### config.mk
export PLATFORM = sky130hd
export DESIGN_NAME = ucc_clock_ctrl
export DESIGN_NICKNAME = d
export VERILOG_FILES = /design/src/inc/ucc_pkg.sv /design/src/core/ucc_sync.sv /design/src/core/ucc_prescaler.sv /design/src/core/ucc_clock_ctrl.sv
export SDC_FILE = /design/constraint.sdc
export NUM_CORES = 1
export LEC_CHECK = 0
export CORE_ASPECT_RATIO = 1.1
export CORE_MARGIN = 1.5
export CORE_UTILIZATION = 66
export DETAILED_ROUTE_END_ITERATION = 7
export DONT_BUFFER_PORTS = 1
export GPL_ROUTABILITY_DRIVEN = 0
export PLACE_DENSITY = 0.82
export SETUP_SLACK_MARGIN = 0.02
export SYNTH_ARGS = -nofsm -noshare
export SYNTH_HDL_FRONTEND = slang
export SYNTH_SLANG_ARGS = --single-unit
### constraint.sdc
create_clock -name REF_CLK -period 3.9 [get_ports REF_CLK]
set_input_delay 0.78 -clock REF_CLK [delete_from_list [all_inputs] [get_ports REF_CLK]]
set_output_delay 0.78 -clock REF_CLK [all_outputs]
set_load 0.005 [all_outputs]
### src/inc/ucc_pkg.sv
package ucc_pkg;

    // register addresses (byte addresses on the 16-bit special function space)
    localparam logic [15:0] ADDR_USB_OSC_MODE = 16'hFFA5;
    localparam logic [15:0] ADDR_PLL_CONTROL = 16'hFFA6;
    localparam logic [15:0] ADDR_USB_CLOCK_GATE = 16'hFFA7;

    // reset values, and the value read from an unmapped address
    localparam logic [7:0] RST_USB_OSC_MODE = 8'h00;
    localparam logic [7:0] RST_PLL_CONTROL = 8'h00;
    localparam logic [7:0] RST_USB_CLOCK_GATE = 8'h00;
    localparam logic [7:0] READ_UNMAPPED = 8'h00;

    // field positions
    localparam int BIT_USB_OSC_HALT = 0;
    localparam int BIT_PLL_HALT = 0;
    localparam int BIT_PLL_RATIO_SELECT = 1;
    localparam int BIT_USB_GATE_ENABLE = 7;

    // pll multiplication ratios and input pre-divide
    localparam logic [3:0] PLL_MULT_X8 = 4'h8;
    localparam logic [3:0] PLL_MULT_X12 = 4'hC;
    localparam logic [2:0] PLL_PREDIV_1 = 3'h1;
    localparam logic [2:0] PLL_PREDIV_2 = 3'h2;
    localparam logic [2:0] PLL_PREDIV_4 = 3'h4;

    // start-up: cycles from reset release until the cpu is released
    localparam logic [1:0] BOOT_CYCLES = 2'h2;

    // prescaler depth: fxp, /2, /4, /8, /16
    localparam int CPU_DIV_STAGES = 5;

    typedef struct packed {
        logic run;          // pll oscillating
        logic src_hs;       // 1: high-speed system clock, 0: dedicated 6 MHz osc
        logic [2:0] prediv; // input divide applied before the pll
        logic [3:0] mult;   // multiplication ratio
    } ucc_pll_cfg_t;

    typedef enum logic [1:0] {
        UCC_BOOT = 2'b01,
        UCC_RUN = 2'b10
    } ucc_state_t;

endpackage

### src/core/ucc_sync.sv
`timescale 1ns/1ps
`default_nettype none
module ucc_sync #(
    parameter int WIDTH = 1
) (
    input wire logic clk,
    input wire logic rst,
    input wire logic ce,
    input wire logic [WIDTH-1:0] d,
    output logic [WIDTH-1:0] q
);
    generate
        if (WIDTH < 1) begin : g_bad
            $error("ucc_sync: WIDTH must be at least 1");
        end
    endgenerate

    logic [WIDTH-1:0] stage1;

    // first stage feeds only the second stage
    always_ff @(posedge clk or posedge rst) begin
        if (rst) begin
            stage1 <= '0;
            q <= '0;
        end else if (ce) begin
            stage1 <= d;
            q <= stage1;
        end
    end
endmodule
`default_nettype wire

### src/core/ucc_prescaler.sv
`timescale 1ns/1ps
`default_nettype none
module ucc_prescaler #(
    parameter int DIV_STAGES = 5
) (
    input wire logic clk,
    input wire logic rst,
    input wire logic ce,
    input wire logic enable,
    input wire logic main_tick,
    input wire logic [2:0] sel,
    output logic [DIV_STAGES-1:0] div_tick,
    output logic cpu_tick
);
    generate
        if (DIV_STAGES < 1 || DIV_STAGES > 8) begin : g_bad
            $error("ucc_prescaler: DIV_STAGES must be 1..8");
        end
    endgenerate

    logic [DIV_STAGES-1:0] cnt;
    logic [DIV_STAGES-1:0] next_div;
    logic next_cpu;

    // stage k fires on every 2**k-th main tick
    genvar k;
    generate
        for (k = 0; k < DIV_STAGES; k++) begin : g_div
            if (k == 0) begin : g_first
                assign next_div[k] = enable && main_tick;
            end else begin : g_rest
                assign next_div[k] = enable && main_tick && (&cnt[k-1:0]);
            end
        end
    endgenerate

    // out-of-range select falls back to the slowest stage, never a stall
    assign next_cpu = (int'(sel) < DIV_STAGES) ? next_div[sel] : next_div[DIV_STAGES-1];

    always_ff @(posedge clk or posedge rst) begin
        if (rst) begin
            cnt <= '0;
            div_tick <= '0;
            cpu_tick <= 1'b0;
        end else if (ce) begin
            if (enable && main_tick) begin
                cnt <= cnt + 1'b1;
            end
            div_tick <= next_div;
            cpu_tick <= next_cpu;
        end
    end
endmodule
`default_nettype wire

### src/core/ucc_clock_ctrl.sv
`timescale 1ns/1ps
`default_nettype none
module ucc_clock_ctrl (
    input wire logic REF_CLK,
    input wire logic RESET,
    input wire logic CE,
    input wire logic [15:0] ADDR,
    input wire logic [7:0] WDATA,
    input wire logic WR,
    input wire logic RD,
    output logic [7:0] RDATA,
    input wire logic HIGH_SPEED_SOURCE_SELECT,
    input wire logic MAIN_ON_HS,
    input wire logic [2:0] CPU_DIV_SEL,
    input wire logic HS_OSC_TICK,
    input wire logic XH_TICK,
    input wire logic LS_OSC_TICK,
    input wire logic HS_STOP_REQ,
    input wire logic LS_STOP_REQ,
    input wire logic LS_STOPPABLE,
    input wire logic WDT_OPTION,
    input wire logic PLL_LOCK,
    output logic USB_OSC_EN,
    output ucc_pkg::ucc_pll_cfg_t PLL_CFG,
    output logic USB_CLK_ON,
    output logic HS_OSC_EN,
    output logic LS_OSC_EN,
    output logic CPU_RUN,
    output logic CPU_TICK,
    output logic [ucc_pkg::CPU_DIV_STAGES-1:0] DIV_TICK,
    output logic PRS_TICK,
    output logic WDT_TICK,
    output logic TMR_LS_TICK
);

    ////////////////////////////////////////////////////////////////////////////
    // register port decode

    function automatic logic [1:0] reg_index(input logic [15:0] a);
        if (a == ucc_pkg::ADDR_USB_OSC_MODE) begin
            reg_index = 2'h1;
        end else if (a == ucc_pkg::ADDR_PLL_CONTROL) begin
            reg_index = 2'h2;
        end else if (a == ucc_pkg::ADDR_USB_CLOCK_GATE) begin
            reg_index = 2'h3;
        end else begin
            reg_index = 2'h0;
        end
    endfunction

    logic usb_osc_halt;
    logic pll_halt;
    logic pll_ratio_select;
    logic usb_gate_enable;

    wire logic [1:0] wr_index = WR ? reg_index(ADDR) : 2'h0;
    wire logic [1:0] rd_index = reg_index(ADDR);
    wire logic wr_usb_osc = (wr_index == 2'h1);
    wire logic wr_pll = (wr_index == 2'h2);
    wire logic wr_gate = (wr_index == 2'h3);

    wire logic [7:0] rd_usb_osc = {7'h00, usb_osc_halt};
    wire logic [7:0] rd_pll = {6'h00, pll_ratio_select, pll_halt};
    wire logic [7:0] rd_gate = {usb_gate_enable, 7'h00};
    wire logic [7:0] next_rdata = (rd_index == 2'h1) ? rd_usb_osc :
                                  (rd_index == 2'h2) ? rd_pll :
                                  (rd_index == 2'h3) ? rd_gate : ucc_pkg::READ_UNMAPPED;

    always_ff @(posedge REF_CLK or posedge RESET) begin
        if (RESET) begin
            usb_osc_halt <= ucc_pkg::RST_USB_OSC_MODE[ucc_pkg::BIT_USB_OSC_HALT];
            pll_halt <= ucc_pkg::RST_PLL_CONTROL[ucc_pkg::BIT_PLL_HALT];
            pll_ratio_select <= ucc_pkg::RST_PLL_CONTROL[ucc_pkg::BIT_PLL_RATIO_SELECT];
            usb_gate_enable <= ucc_pkg::RST_USB_CLOCK_GATE[ucc_pkg::BIT_USB_GATE_ENABLE];
            RDATA <= 8'h00;
        end else if (CE) begin
            if (wr_usb_osc) begin
                usb_osc_halt <= WDATA[ucc_pkg::BIT_USB_OSC_HALT];
            end
            if (wr_pll) begin
                pll_halt <= WDATA[ucc_pkg::BIT_PLL_HALT];
                pll_ratio_select <= WDATA[ucc_pkg::BIT_PLL_RATIO_SELECT];
            end
            if (wr_gate) begin
                usb_gate_enable <= WDATA[ucc_pkg::BIT_USB_GATE_ENABLE];
            end
            if (RD) begin
                RDATA <= next_rdata;
            end
        end
    end

    ////////////////////////////////////////////////////////////////////////////
    // start-up: hs oscillator is on from reset, cpu released without x1 wait

    ucc_pkg::ucc_state_t state;
    ucc_pkg::ucc_state_t next_state;
    logic [1:0] boot_cnt;

    always_comb begin
        next_state = state;
        case (state)
            ucc_pkg::UCC_BOOT: begin
                if (boot_cnt == ucc_pkg::BOOT_CYCLES - 2'h1) begin
                    next_state = ucc_pkg::UCC_RUN;
                end
            end
            ucc_pkg::UCC_RUN: begin
                next_state = ucc_pkg::UCC_RUN;
            end
            default: begin
                next_state = ucc_pkg::UCC_BOOT;
            end
        endcase
    end

    always_ff @(posedge REF_CLK or posedge RESET) begin
        if (RESET) begin
            state <= ucc_pkg::UCC_BOOT;
            boot_cnt <= 2'h0;
        end else if (CE) begin
            state <= next_state;
            if (state == ucc_pkg::UCC_BOOT) begin
                boot_cnt <= boot_cnt + 2'h1;
            end
        end
    end

    ////////////////////////////////////////////////////////////////////////////
    // pll source and ratio

    logic pll_lock_s;

    ucc_sync #(
        .WIDTH(1)
    ) u_lock_sync (
        .clk(REF_CLK),
        .rst(RESET),
        .ce(CE),
        .d(PLL_LOCK),
        .q(pll_lock_s)
    );

    // the forbidden select/ratio pair keeps the pll stopped rather than guessing a ratio
    wire logic pll_forbidden = !HIGH_SPEED_SOURCE_SELECT && pll_ratio_select;
    wire logic next_pll_run = !pll_halt && !pll_forbidden;
    wire logic [2:0] next_prediv = !HIGH_SPEED_SOURCE_SELECT ? ucc_pkg::PLL_PREDIV_1 :
                                   pll_ratio_select ? ucc_pkg::PLL_PREDIV_4 :
                                   ucc_pkg::PLL_PREDIV_2;
    wire logic [3:0] next_mult = pll_ratio_select ? ucc_pkg::PLL_MULT_X12 :
                                 ucc_pkg::PLL_MULT_X8;

    // the gate is registered and needs a locked, running pll, so no runt pulse reaches usb
    wire logic next_usb_clk_on = usb_gate_enable && PLL_CFG.run && pll_lock_s;

    ////////////////////////////////////////////////////////////////////////////
    // oscillator enables and cpu / peripheral clocks

    wire logic cpu_on_hs = HIGH_SPEED_SOURCE_SELECT && MAIN_ON_HS;
    // only the two main clocks reach the cpu path; ls and 6 MHz are not wired here
    wire logic main_tick = cpu_on_hs ? XH_TICK : HS_OSC_TICK;
    // the hs oscillator cannot be stopped while it still clocks the cpu
    wire logic next_hs_en = (state == ucc_pkg::UCC_BOOT) || !(HS_STOP_REQ && cpu_on_hs);
    wire logic next_ls_en = !(LS_STOPPABLE && LS_STOP_REQ);
    wire logic next_wdt_tick = next_ls_en && WDT_OPTION && LS_OSC_TICK;
    wire logic next_tmr_tick = next_ls_en && LS_OSC_TICK;

    always_ff @(posedge REF_CLK or posedge RESET) begin
        if (RESET) begin
            PLL_CFG <= '0;
            USB_CLK_ON <= 1'b0;
            USB_OSC_EN <= 1'b1;
            HS_OSC_EN <= 1'b1;
            LS_OSC_EN <= 1'b1;
            CPU_RUN <= 1'b0;
            PRS_TICK <= 1'b0;
            WDT_TICK <= 1'b0;
            TMR_LS_TICK <= 1'b0;
        end else if (CE) begin
            PLL_CFG.run <= next_pll_run;
            PLL_CFG.src_hs <= HIGH_SPEED_SOURCE_SELECT;
            PLL_CFG.prediv <= next_prediv;
            PLL_CFG.mult <= next_mult;
            USB_CLK_ON <= next_usb_clk_on;
            USB_OSC_EN <= !usb_osc_halt;
            HS_OSC_EN <= next_hs_en;
            LS_OSC_EN <= next_ls_en;
            CPU_RUN <= (next_state == ucc_pkg::UCC_RUN);
            PRS_TICK <= main_tick;
            WDT_TICK <= next_wdt_tick;
            TMR_LS_TICK <= next_tmr_tick;
        end
    end

    ucc_prescaler #(
        .DIV_STAGES(ucc_pkg::CPU_DIV_STAGES)
    ) u_prescaler (
        .clk(REF_CLK),
        .rst(RESET),
        .ce(CE),
        .enable(CPU_RUN),
        .main_tick(main_tick),
        .sel(CPU_DIV_SEL),
        .div_tick(DIV_TICK),
        .cpu_tick(CPU_TICK)
    );

    ////////////////////////////////////////////////////////////////////////////
    // checks

    logic [2:0] since_reset;
    always_ff @(posedge REF_CLK or posedge RESET) begin
        if (RESET) begin
            since_reset <= 3'h0;
        end else if (CE && since_reset != 3'h7) begin
            since_reset <= since_reset + 3'h1;
        end
    end

    usb_osc_write_a: assert property (@(posedge REF_CLK) disable iff (RESET)
        (CE && WR && ADDR == ucc_pkg::ADDR_USB_OSC_MODE) ##1 CE
        |=> (USB_OSC_EN == !$past(WDATA[0], 2)))
        else $error("usb oscillator enable does not follow halt bit");

    pll_halt_write_a: assert property (@(posedge REF_CLK) disable iff (RESET)
        (CE && WR && ADDR == ucc_pkg::ADDR_PLL_CONTROL && WDATA[0]) ##1 CE
        |=> !PLL_CFG.run)
        else $error("pll keeps running after halt written");

    pll_ratio_map_a: assert property (@(posedge REF_CLK) disable iff (RESET)
        (CE && $past(CE) && PLL_CFG.run)
        |-> (PLL_CFG.mult == ($past(pll_ratio_select) ? 4'hC : 4'h8)
             && PLL_CFG.src_hs == $past(HIGH_SPEED_SOURCE_SELECT)))
        else $error("pll ratio does not match select bits");

    usb_48m_pair_a: assert property (@(posedge REF_CLK) disable iff (RESET)
        PLL_CFG.run |-> ((PLL_CFG.prediv == 3'h1 && PLL_CFG.mult == 4'h8)
                      || (PLL_CFG.prediv == 3'h2 && PLL_CFG.mult == 4'h8)
                      || (PLL_CFG.prediv == 3'h4 && PLL_CFG.mult == 4'hC)))
        else $error("pll divide and ratio do not give 48 MHz");

    usb_gate_off_a: assert property (@(posedge REF_CLK) disable iff (RESET)
        (CE && WR && ADDR == ucc_pkg::ADDR_USB_CLOCK_GATE && !WDATA[7]) ##1 CE
        |=> !USB_CLK_ON)
        else $error("usb clock still supplied after gate cleared");

    cpu_boot_a: assert property (@(posedge REF_CLK) disable iff (RESET)
        (since_reset >= 3'h2 && since_reset != 3'h7 && CE) |-> ##[0:1] CPU_RUN)
        else $error("cpu not released shortly after reset");

    ls_always_on_a: assert property (@(posedge REF_CLK) disable iff (RESET)
        (CE && !LS_STOPPABLE) |=> (LS_OSC_EN || !$past(CE)))
        else $error("low-speed oscillator stopped while option forbids it");

    wdt_source_a: assert property (@(posedge REF_CLK) disable iff (RESET)
        WDT_TICK |-> ($past(WDT_OPTION) && $past(LS_OSC_TICK)))
        else $error("watchdog tick without enabled low-speed source");

    usb_glitch_free_a: assert property (@(posedge REF_CLK) disable iff (RESET)
        $rose(USB_CLK_ON) |-> ($past(usb_gate_enable) && $past(pll_lock_s) && $past(PLL_CFG.run)))
        else $error("usb clock opened without locked pll and gate");

    cpu_stays_a: assert property (@(posedge REF_CLK) disable iff (RESET)
        CPU_RUN |=> CPU_RUN)
        else $error("cpu clock release withdrawn");

    hs_keep_a: assert property (@(posedge REF_CLK) disable iff (RESET)
        (CE && !(HIGH_SPEED_SOURCE_SELECT && MAIN_ON_HS)) |=> HS_OSC_EN)
        else $error("hs oscillator stopped while it clocks the cpu");

    pll_refused_a: assert property (@(posedge REF_CLK) disable iff (RESET)
        (CE && !HIGH_SPEED_SOURCE_SELECT && pll_ratio_select) |=> !PLL_CFG.run)
        else $error("pll runs on the prohibited source and ratio pair");

    // a frozen tick is not a new one, so only judge ticks launched with ce high
    prs_source_a: assert property (@(posedge REF_CLK) disable iff (RESET)
        (PRS_TICK && $past(CE)) |-> $past(HS_OSC_TICK || XH_TICK))
        else $error("peripheral tick from a source other than the main clocks");

    usb_on_c: cover property (@(posedge REF_CLK) disable iff (RESET) $rose(USB_CLK_ON));
    pll_div4_c: cover property (@(posedge REF_CLK) disable iff (RESET)
        PLL_CFG.run && PLL_CFG.prediv == 3'h4);
    ls_stop_c: cover property (@(posedge REF_CLK) disable iff (RESET) $fell(LS_OSC_EN));
    cpu_run_c: cover property (@(posedge REF_CLK) disable iff (RESET) $rose(CPU_RUN));
    pll_refused_c: cover property (@(posedge REF_CLK) disable iff (RESET)
        CE && !HIGH_SPEED_SOURCE_SELECT && pll_ratio_select);

endmodule
`default_nettype wire

Yosys cells after proc, flatten, opt, wreduce, memory -nomap -nowiden
Cells that the tools add are included.
{ "totals": {"reg_bits": 46, "input_bits": 42, "output_inout_bits": 31, "wordCells": 88} }
{ "classes": {"add_sub_neg": 2, "order_cmp": 2, "n_eq_ne": 13, "mux": 16, "reduce_logical": 31} }
{ "op_table": {"columns": ["operator", "n"], "rows": [
  ["$eq 16x16->1 const B", 3],
  ["$mux 8", 3],
  ["$logic_and 1x1->1", 15],
  ["$reduce_and 2->1", 7],
  ["$eq 2x2->1 const B", 6],
  ["$mux 2", 5],
  ["$mux 3", 3],
  ["$eq 2x1->1 const B", 4],
  ["$logic_not 1->1", 6],
  ["$add 5x1->5 const B", 1],
  ["$lt 3x4->1 const B", 1],
  ["$pmux 2 s2", 1],
  ["$reduce_and 4->1", 1],
  ["$bmux 1 s3", 1],
  ["$lt 3x3->1 const B", 1],
  ["$mux 1", 3],
  ["$reduce_and 3->1", 1],
  ["$add 2x1->2 const B", 1],
  ["$logic_or 1x1->1", 1]
]} }

Depth between registers and ports, before layout
Gate-level depths: netlist (run 1).
{ "logic_depth": {"word_depth": 8, "mapped_depth": 6, "depth_no_buf": 6} }

By module
Synthesis (run 1) repeated with hierarchy kept, for this count alone.
{ "hier_totals": {"hier_cells": 168, "area_unflattened_um2": 1803.0} }
{ "modules_own_cells": {"columns": ["mod", "n_inst", "cells_each", "area_each_um2", "seq_area_each_um2"], "rows": [
  ["ucc_clock_ctrl", 1, 121, 1260.0, 655.6],
  ["ucc_prescaler", 1, 42, 466.7, 250.2],
  ["ucc_sync", 1, 5, 76.3, 50.0]
]} }

Worst setup path before layout (run 1)
Ideal clock, no wire load.
{ "synth_timing": {"kind": "input to register", "from": "in ADDR[3]", "to": "reg pll_halt", "setup_ps": 127, "t_arrival_ps": 1886, "t_required_ps": 3773, "path_slack_ps": 1886, "stages": 4, "n_path_buf": 0, "path_cell_list": "nand4bb_4 > nor4_4 > nand4b_2 > mux2_1"} }
{ "synth_between": {"elab_chain_cells": 7, "elab_cells_between_ends": 9, "cone_classes": "eq/ne (4); mux (4); reduce/logical (1)"} }
{ "synth_rtl": {"columns": ["item", "line", "source"], "rows": [
  ["start, declared", "ucc_clock_ctrl.sv:7", "input wire logic [15:0] ADDR,"],
  ["$eq 16x16->1", "ucc_clock_ctrl.sv:44", "end else if (a == ucc_pkg::ADDR_USB_CLOCK_GATE) begin"],
  ["$mux 2", "ucc_clock_ctrl.sv:44", null],
  ["$mux 2", "ucc_clock_ctrl.sv:42", "end else if (a == ucc_pkg::ADDR_PLL_CONTROL) begin"],
  ["$mux 2 *", "ucc_clock_ctrl.sv:40", "if (a == ucc_pkg::ADDR_USB_OSC_MODE) begin"],
  ["$mux 2 *", "ucc_clock_ctrl.sv:56", "wire logic [1:0] wr_index = WR ? reg_index(ADDR) : 2'h0;"],
  ["$eq 2x2->1 *", "ucc_clock_ctrl.sv:59", "wire logic wr_pll = (wr_index == 2'h2);"],
  ["$reduce_and 2->1 (no source line) *", null, null],
  ["end signal, assigned", "ucc_clock_ctrl.sv:72", "pll_halt <= ucc_pkg::RST_PLL_CONTROL[ucc_pkg::BIT_PLL_HALT];"],
  ["end signal, assigned", "ucc_clock_ctrl.sv:81", "pll_halt <= WDATA[ucc_pkg::BIT_PLL_HALT];"],
  ["end, declared", "ucc_clock_ctrl.sv:52", "logic pll_halt;"]
]} }
Every way passes the cells marked *; elsewhere a longest branch is shown, timed or not.
A chain may end at the register's enable or synchronous reset.

Worst setup path in the final report (run 1)
{ "layout_timing": {"from": "in ADDR[3]", "to": "reg usb_gate_enable"} }
{ "layout_between": {"elab_chain_cells": 7, "elab_cells_between_ends": 9, "cone_classes": "eq/ne (4); mux (4); reduce/logical (1)"} }
{ "layout_rtl": {"columns": ["item", "line", "source"], "rows": [
  ["$eq 16x16->1", "ucc_clock_ctrl.sv:44", null],
  ["$mux 2", "ucc_clock_ctrl.sv:44", null],
  ["$mux 2", "ucc_clock_ctrl.sv:42", null],
  ["$mux 2 *", "ucc_clock_ctrl.sv:40", null],
  ["$mux 2 *", "ucc_clock_ctrl.sv:56", null],
  ["$eq 2x2->1 *", "ucc_clock_ctrl.sv:60", "wire logic wr_gate = (wr_index == 2'h3);"],
  ["$reduce_and 2->1 (no source line) *", null, null],
  ["end signal, assigned", "ucc_clock_ctrl.sv:74", "usb_gate_enable <= ucc_pkg::RST_USB_CLOCK_GATE[ucc_pkg::BIT_USB_GATE_ENABLE];"],
  ["end signal, assigned", "ucc_clock_ctrl.sv:85", "usb_gate_enable <= WDATA[ucc_pkg::BIT_USB_GATE_ENABLE];"],
  ["end, declared", "ucc_clock_ctrl.sv:54", "logic usb_gate_enable;"]
]} }
Marked as above.

==> flow_summary.json, run 1 <==
{
  "outcome": "completed",
  "fillers": 180,
  "clkSinkCount": 38,
  "row_count": 19,
  "drive_gt1_share_pct": 16.5,
  "worstSetupPathType": "primary input to flip-flop",
  "ys_seq_area_share_pct": 54.2,
  "die_h_um": 57.2,
  "syn2layout_area_growth_pct": 4.47,
  "period_minus_slack_ps": 1760,
  "fin_crit_sh_pct": 45.1,
  "grt_pass1_vias": 1200,
  "cts-root-buf": "clkbuf_4",
  "maxCapViolCount": 0,
  "synth_edf_count": 0,
  "holdWs_ps": 476,
  "drt-total-wl_um": 3390,
  "rsz0062_at_grt": "no",
  "clock_path_buffers": 2,
  "dieArea_um2": 2990,
  "fin_skew_ps": 8.71,
  "hold_viol": 0,
  "core_area_um2": 2520,
  "grt_pass1_wl_um": 5400,
  "worstMarginPinSlew_ps": 1050,
  "postCtsSetupBuffers": 0,
  "overflow": 0,
  "cp.arrival_ps": 2000,
  "place_inst": 181,
  "drt_iter0_drc": 15,
  "port_buffers": 0,
  "start_util_pct": 70.0,
  "dp_hpwl_um": 2540,
  "ctsHoldBuffers": 0,
  "via_per_inst": 6.24,
  "nNetsFinal": 204,
  "vias": 1179,
  "synth_cell_types": 39,
  "grt.total_usage_pct": 25.2,
  "syn_area_per_cell_um2": 11.4,
  "end_kind": "flip-flop",
  "multi_input_area_um2": 709,
  "area.sequential_um2": 956,
  "firstDrtPassIters": 4,
  "clkLatencyLatePin_ps": 350,
  "relSlewSlack_pct": 29.9,
  "routedWlPerCell_um": 17.9,
  "drtAntennaViolNets": 0,
  "cts_made_buffers": 5,
  "cts_resized": 0,
  "synthFlopType": "dfrtp_1",
  "ys_warn_count": 0,
  "worstPathMaxFanout": 7,
  "drc_errors": 0,
  "ir_drop_v": 0.000434,
  "tns_ps": 0,
  "cellLeakagePower_nw": 0.885,
  "startpoint_type": "primary input",
  "cp.required_ps": 4140,
  "ios": 73,
  "setup_viol": 0,
  "netlist_area_um2": 1760,
  "pwr_density_cell_nw_per_um2": 506,
  "async_flop_share_pct": 100,
  "min_path_type": "flip-flop to flip-flop",
  "die_w_um": 52.3,
  "grt_start_max_net_pins": 30,
  "postPlaceCellArea_um2": 1760,
  "antenna_found_initial": 0,
  "cts_tree": "done",
  "synth_seq_cells": 38,
  "synthCells": 154,
  "num_antenna_cells": 0,
  "utilization_pct": 73.1,
  "final_area_um2": 1840,
  "instances_no_fill": 189,
  "path_clk_slew_ps": 120,
  "maxSlewViolCount": 0,
  "htree_levels": 2,
  "max_freq_mhz": 568
}
-- final timing paths --
check / slack (ps) / startpoint / end / cells after the start
max: 2140 / ADDR[3] / usb_gate_enable / 4
min: 480 / usb_osc_halt / USB_OSC_EN / 1
max reg2reg: 2230 / u_prescaler.cnt[0] / u_prescaler.cpu_tick / 6
min reg2reg: 480 / usb_osc_halt / USB_OSC_EN / 1
max in group asynchronous: 2540 / RESET / USB_OSC_EN / 2
min in group asynchronous: 570 / RESET / PLL_CFG[4] / 1
-- per-layer routing --
metal / GRT usage, % / part of all wire (%) / vias to the layer above
li1: - / - / 538
met3: 6.54 / 6.9 / 11
met5: 0 / 0 / -
met2: 41.8 / 50 / 58
met1: 30.5 / 41 / 572
met4: 12.1 / 2.2 / 0
-- flip-flops by register name, summed over array words and instances, names as in the netlist, 2 cells and up --
signal / cells
PLL_CFG: 7
u_prescaler.div_tick: 5
u_prescaler.cnt: 4
RDATA: 3
boot_cnt: 2
state: 2
-- cells in the final DEF, fill, tap and decap left out, types with 2 or more instances in the layout --
master | synthesis | layout
inv_1 | 14 | 14
a21o_1 | 3 | 3
xnor2_1 | 2 | 2
a22o_1 | 5 | 5
a31oi_1 | 2 | 2
o2bb2ai_1 | 3 | 3
mux2_2 | 6 | 6
ha_1 | 5 | 5
nand4_1 | 8 | 8
nand2_1 | 11 | 11
clkinv_2 | 0 | 2
clkbuf_4 | 0 | 5
mux2_1 | 4 | 4
o21ai_0 | 9 | 9
nor2_1 | 5 | 5
o21ai_1 | 2 | 2
nor3_1 | 2 | 2
dfstp_2 | 4 | 4
conb_1 | 1 | 7
nand3_1 | 5 | 5
dfrtp_1 | 34 | 34
-- power breakdown --
group / internal [mW] / switching, mW / leakage (nW)
clock network: 0.133 / 0.130 / 0.0450
registers: 0.453 / 0.0474 / 0.485
logic: 0.0743 / 0.0951 / 0.355
total: 0.660 / 0.273 / 0.885
-- synthesized netlist by cell type, types with 4 or more instances --
cell	count	area share, %
a22o_1	5	2.5
buf_4	7	3.0
clkbuf_1	4	0.85
dfrtp_1	34	48
dfstp_2	4	6.0
ha_1	5	3.5
inv_1	14	3.0
mux2_1	4	2.6
mux2_2	6	3.8
nand2_1	11	2.3
nand3_1	5	1.4
nand4_1	8	2.8
nor2_1	5	1.1
o21ai_0	9	2.6
-- metrics by stage --
stage / worst slack, ps / power [mW]
6_report: 2140 / 0.932
5_1_grt: 2080 / 0.982
4_1_cts: 2160 / 0.931
3_5_place_dp: 1790 / 0.677
3_3_place_gp: 1810 / 0.652
2_1_floorplan: 1890 / 0.635
-- worst max-delay path: stages --
cell and delay [ps]:
nand4bb_4 210, nor4_4 470, nand4_1 190, mux2_1 360
-- logic make-up after synthesis --
logic type / after synthesis / share of synthesized area [%]
compound gates: 31 / 12.4
xor+xnor: 3 / 1.49
fa+ha+maj: 5 / 3.55
buf+inv: 25 / 6.81
flops: 38 / 54.2
mux: 11 / 6.95
other cells: 1 / 0.213
simple gates: 40 / 14.3
-- cell type report --
| class | instances | area share, % |
|---|---|---|
| clock buffer | 5 | 2.04 |
| sequential | 38 | 51.9 |
| timing repair buffer | 1 | 0.408 |
| inverter | 14 | 2.85 |
| clock inverter | 3 | 2.17 |
| multi-input combinational | 97 | 38.5 |
| tap | 31 | 2.11 |
Note: power is estimated with default switching activity, not from simulation.
==> run 2, diff against run 1 <==
--- a/config.mk
+++ b/config.mk
@@ -5,13 +5,14 @@
 export SDC_FILE = /design/constraint.sdc
 export NUM_CORES = 1
 export LEC_CHECK = 0
+export ABC_AREA = 1
 export CORE_ASPECT_RATIO = 1.1
 export CORE_MARGIN = 1.5
-export CORE_UTILIZATION = 66
+export CORE_UTILIZATION = 56
 export DETAILED_ROUTE_END_ITERATION = 7
 export DONT_BUFFER_PORTS = 1
 export GPL_ROUTABILITY_DRIVEN = 0
-export PLACE_DENSITY = 0.82
+export PLACE_DENSITY = 0.74
 export SETUP_SLACK_MARGIN = 0.02
 export SYNTH_ARGS = -nofsm -noshare
 export SYNTH_HDL_FRONTEND = slang
==> constraint.sdc (replaced) <==
create_clock -name REF_CLK -period 1.5 [get_ports REF_CLK]
set_input_delay 0.3 -clock REF_CLK [delete_from_list [all_inputs] [get_ports REF_CLK]]
set_output_delay 0.3 -clock REF_CLK [all_outputs]
set_load 0.005 [all_outputs]
==> run 2 against run 1 <==
Effect of this change: wire length grew 4.0%; total power grew to 2.9 times the previous value; first-iteration DRC count grew to 3.4 times the previous value; sequential power grew to 2.6 times the previous value; synthesized area grew 7.3%; final area grew 10%; worst hold slack lost 430 ps; critical path type is now flip-flop to flip-flop; largest power group unchanged.
==> flow_summary.json, run 2 <==
{
  "startpoint_type": "flip-flop",
  "rsz0062_at_grt": "no",
  "syn_area_per_cell_um2": 8.52,
  "drt_iter0_drc": 51,
  "setup_slack_ps": 96.3,
  "hold_viol": 0,
  "synth_edf_count": 0,
  "reg_top3": "PLL_CFG: 7 flops, u_prescaler.div_tick: 5 flops, u_prescaler.cnt: 4 flops",
  "maxSlewViolCount": 0,
  "antenna_found_initial": 0,
  "syn2layout_area_growth_pct": 7.47,
  "pwr-share-seq_pct": 48.2,
  "cp.arrival_ps": 1620,
  "grt_pass1_wl_um": 6080,
  "htree_levels": 2,
  "grt_pass1_vias": 1508,
  "p_sw_mw": 0.753,
  "critical_path.top_delay_family": "flip-flops",
  "synth_seq_cells": 38,
  "reg2reg_depth": 4,
  "postCtsSetupBuffers": 0,
  "port_buffers": 0,
  "nNetsFinal": 275,
  "ios": 73,
  "yosys-top-cells-area": "dfrtp_1, nand2_1, dfstp_2",
  "cellLeakagePower_nw": 1.01,
  "start_util_pct": 60.5,
  "period_minus_slack_ps": 1400,
  "final_common_cell": "nand2_1",
  "dieArea_um2": 3740,
  "drt-total-wl_um": 3520,
  "row_count": 21,
  "synth_cell_types": 33,
  "slowest_stage": "dfstp_2",
  "outcome": "completed",
  "cts_tree": "done",
  "async_flop_share_pct": 100,
  "max_freq_mhz": 712,
  "dp_hpwl_um": 2790,
  "synth_top_area_cell": "dfrtp_1",
  "firstDrtPassIters": 4,
  "min_path_type": "primary input to flip-flop",
  "clkLatencyLatePin_ps": 340,
  "overflow": 0,
  "netlist_area_um2": 1890,
  "synthCells": 222,
  "worstPathMaxFanout": 3,
  "fin_crit_sh_pct": 93.6,
  "synth_common_cells": "nand2_1, dfrtp_1, inv_1",
  "grt_start_max_net_pins": 25,
  "cp.required_ps": 1720,
  "crit_buf_inv": 1,
  "final_cell_mix": "nand2_1, dfrtp_1, inv_1",
  "drive_gt1_share_pct": 13.1,
  "via_per_inst": 5.38,
  "slowest_delay_ps": 550,
  "die_h_um": 64.0,
  "clkSinkCount": 38,
  "end_kind": "flip-flop",
  "ys_seq_area_share_pct": 50.5,
  "synthFlopType": "dfrtp_1",
  "ir_drop_v": 0.000628,
  "crit_cells": 4,
  "worstSetupPathType": "flip-flop to flip-flop",
  "r2r_end": "state[1]",
  "utilization_pct": 65.0,
  "cts-root-buf": "clkbuf_4",
  "startpoint": "state[0]",
  "yosysMostFrequentCell": "nand2_1",
  "drtAntennaViolNets": 0,
  "grt.total_usage_pct": 21.6,
  "maxCapViolCount": 0,
  "setup.worst_path.end": "state[1]",
  "setup_viol": 0,
  "regMostFlops": "PLL_CFG",
  "core_area_um2": 3130,
  "path_clk_slew_ps": 110,
  "cp_cell_sequence": "inv_1 > ha_1 > o31ai_2 > o21ai_0",
  "internal-power_mw": 1.95,
  "ys_warn_count": 0,
  "clkPwrFrac_pct": 32.8,
  "die_w_um": 58.4,
  "swShare_pct": 27.8,
  "tns_ps": 0,
  "r2r-start": "state[0]",
  "clock_path_buffers": 2,
  "routedWlPerCell_um": 13.4,
  "place_ws_ps": 55.3,
  "drc_errors": 0,
  "largest_register_ff_count": 7,
  "cts_made_buffers": 5,
  "pwr_density_cell_nw_per_um2": 1330,
  "power_frac_comb_pct": 19.0,
  "fin_skew_ps": 9.88,
  "r2r_setup_slack_ps": 100,
  "num_antenna_cells": 0,
  "vias": 1414,
  "yosys.area.top_type_share_pct": 45.0
}
## run 2: final cells by class
cell class                 count  area [um^2]
clock buffer                   6         51.3
fill                         256         1090
sequential                    38          956
tap                           34         42.5
multi-input combinational    156          805
inverter                      23         86.3
timing repair buffer           4         32.5
clock inverter                 2         60.1
## run 2: layer usage
| layer | wire length, um | GRT usage [%] | part of all wire, % | vias to the layer above |
|---|---|---|---|---|
| met2 | 1910 | 39.2 | 54 | 66 |
| met1 | 1270 | 21.6 | 36 | 636 |
| met4 | 73 | 12.2 | 2.1 | 0 |
| met3 | 260 | 5.26 | 7.4 | 7 |
| met5 | 0 | 0 | 0 | - |
| li1 | - | - | - | 705 |
## run 2: kinds of logic (layout without fill, tap and decap cells)
kind of cell,after synthesis,in the layout,synth area share (%)
and+or+nand+nor,111,111,26.7
DFF,38,38,50.5
buffers and inverters,34,35,8.40
AOI/OAI and AO/OA,30,30,9.52
adders and majority gates,5,5,3.31
xor gates and xnor gates,3,3,1.39
other,1,7,0.198
## run 2: metrics by stage
step | power [mW] | hold WS (ps) | cell area (um^2) | instances
after floorplan | 1.71 | 398 | 1910 | 228
after CTS | 2.73 | 29.7 | 2030 | 263
after detailed placement | 1.83 | 264 | 1910 | 254
after global placement | 1.77 | 260 | 1910 | 254
after global routing | 2.86 | 21.5 | 2030 | 263
final | 2.71 | 40.9 | 2030 | 263
## run 2: worst min path at each step
stage,start,endpoint,slack (ps),cells after the start
floorplan,ADDR[0],RDATA[1],400,1
global placement,RESET,RDATA[1],260,2
detailed placement,RESET,RDATA[1],260,2
CTS,CE,LS_OSC_EN,30,2
global route,CE,PLL_CFG[8],20,1
finish,ADDR[0],RDATA[1],40,1
## run 2: worst reg2reg max path: cells and delay by family, from the launching register on
family | cells | cell delay, ps
DFF | 1 | 550
adders and majority gates | 1 | 220
buffers and inverters | 1 | 60
AOI/OAI and AO/OA | 2 | 450
## run 2: what timing repair did
action                                  CTS  global route
resized for setup                         0             1
endpoints found under the setup margin    0             1
hold endpoints to repair                 34             0
hold buffers                              1             0
## run 2: power by group through the flow
stage | Combinational [mW] | Clock [mW] | Sequential [mW]
after floorplan | 0.419 | 0 | 1.29
after global placement | 0.458 | 0 | 1.31
after detailed placement | 0.510 | 0 | 1.32
after CTS | 0.510 | 0.912 | 1.30
after global routing | 0.585 | 0.954 | 1.32
final | 0.514 | 0.888 | 1.31
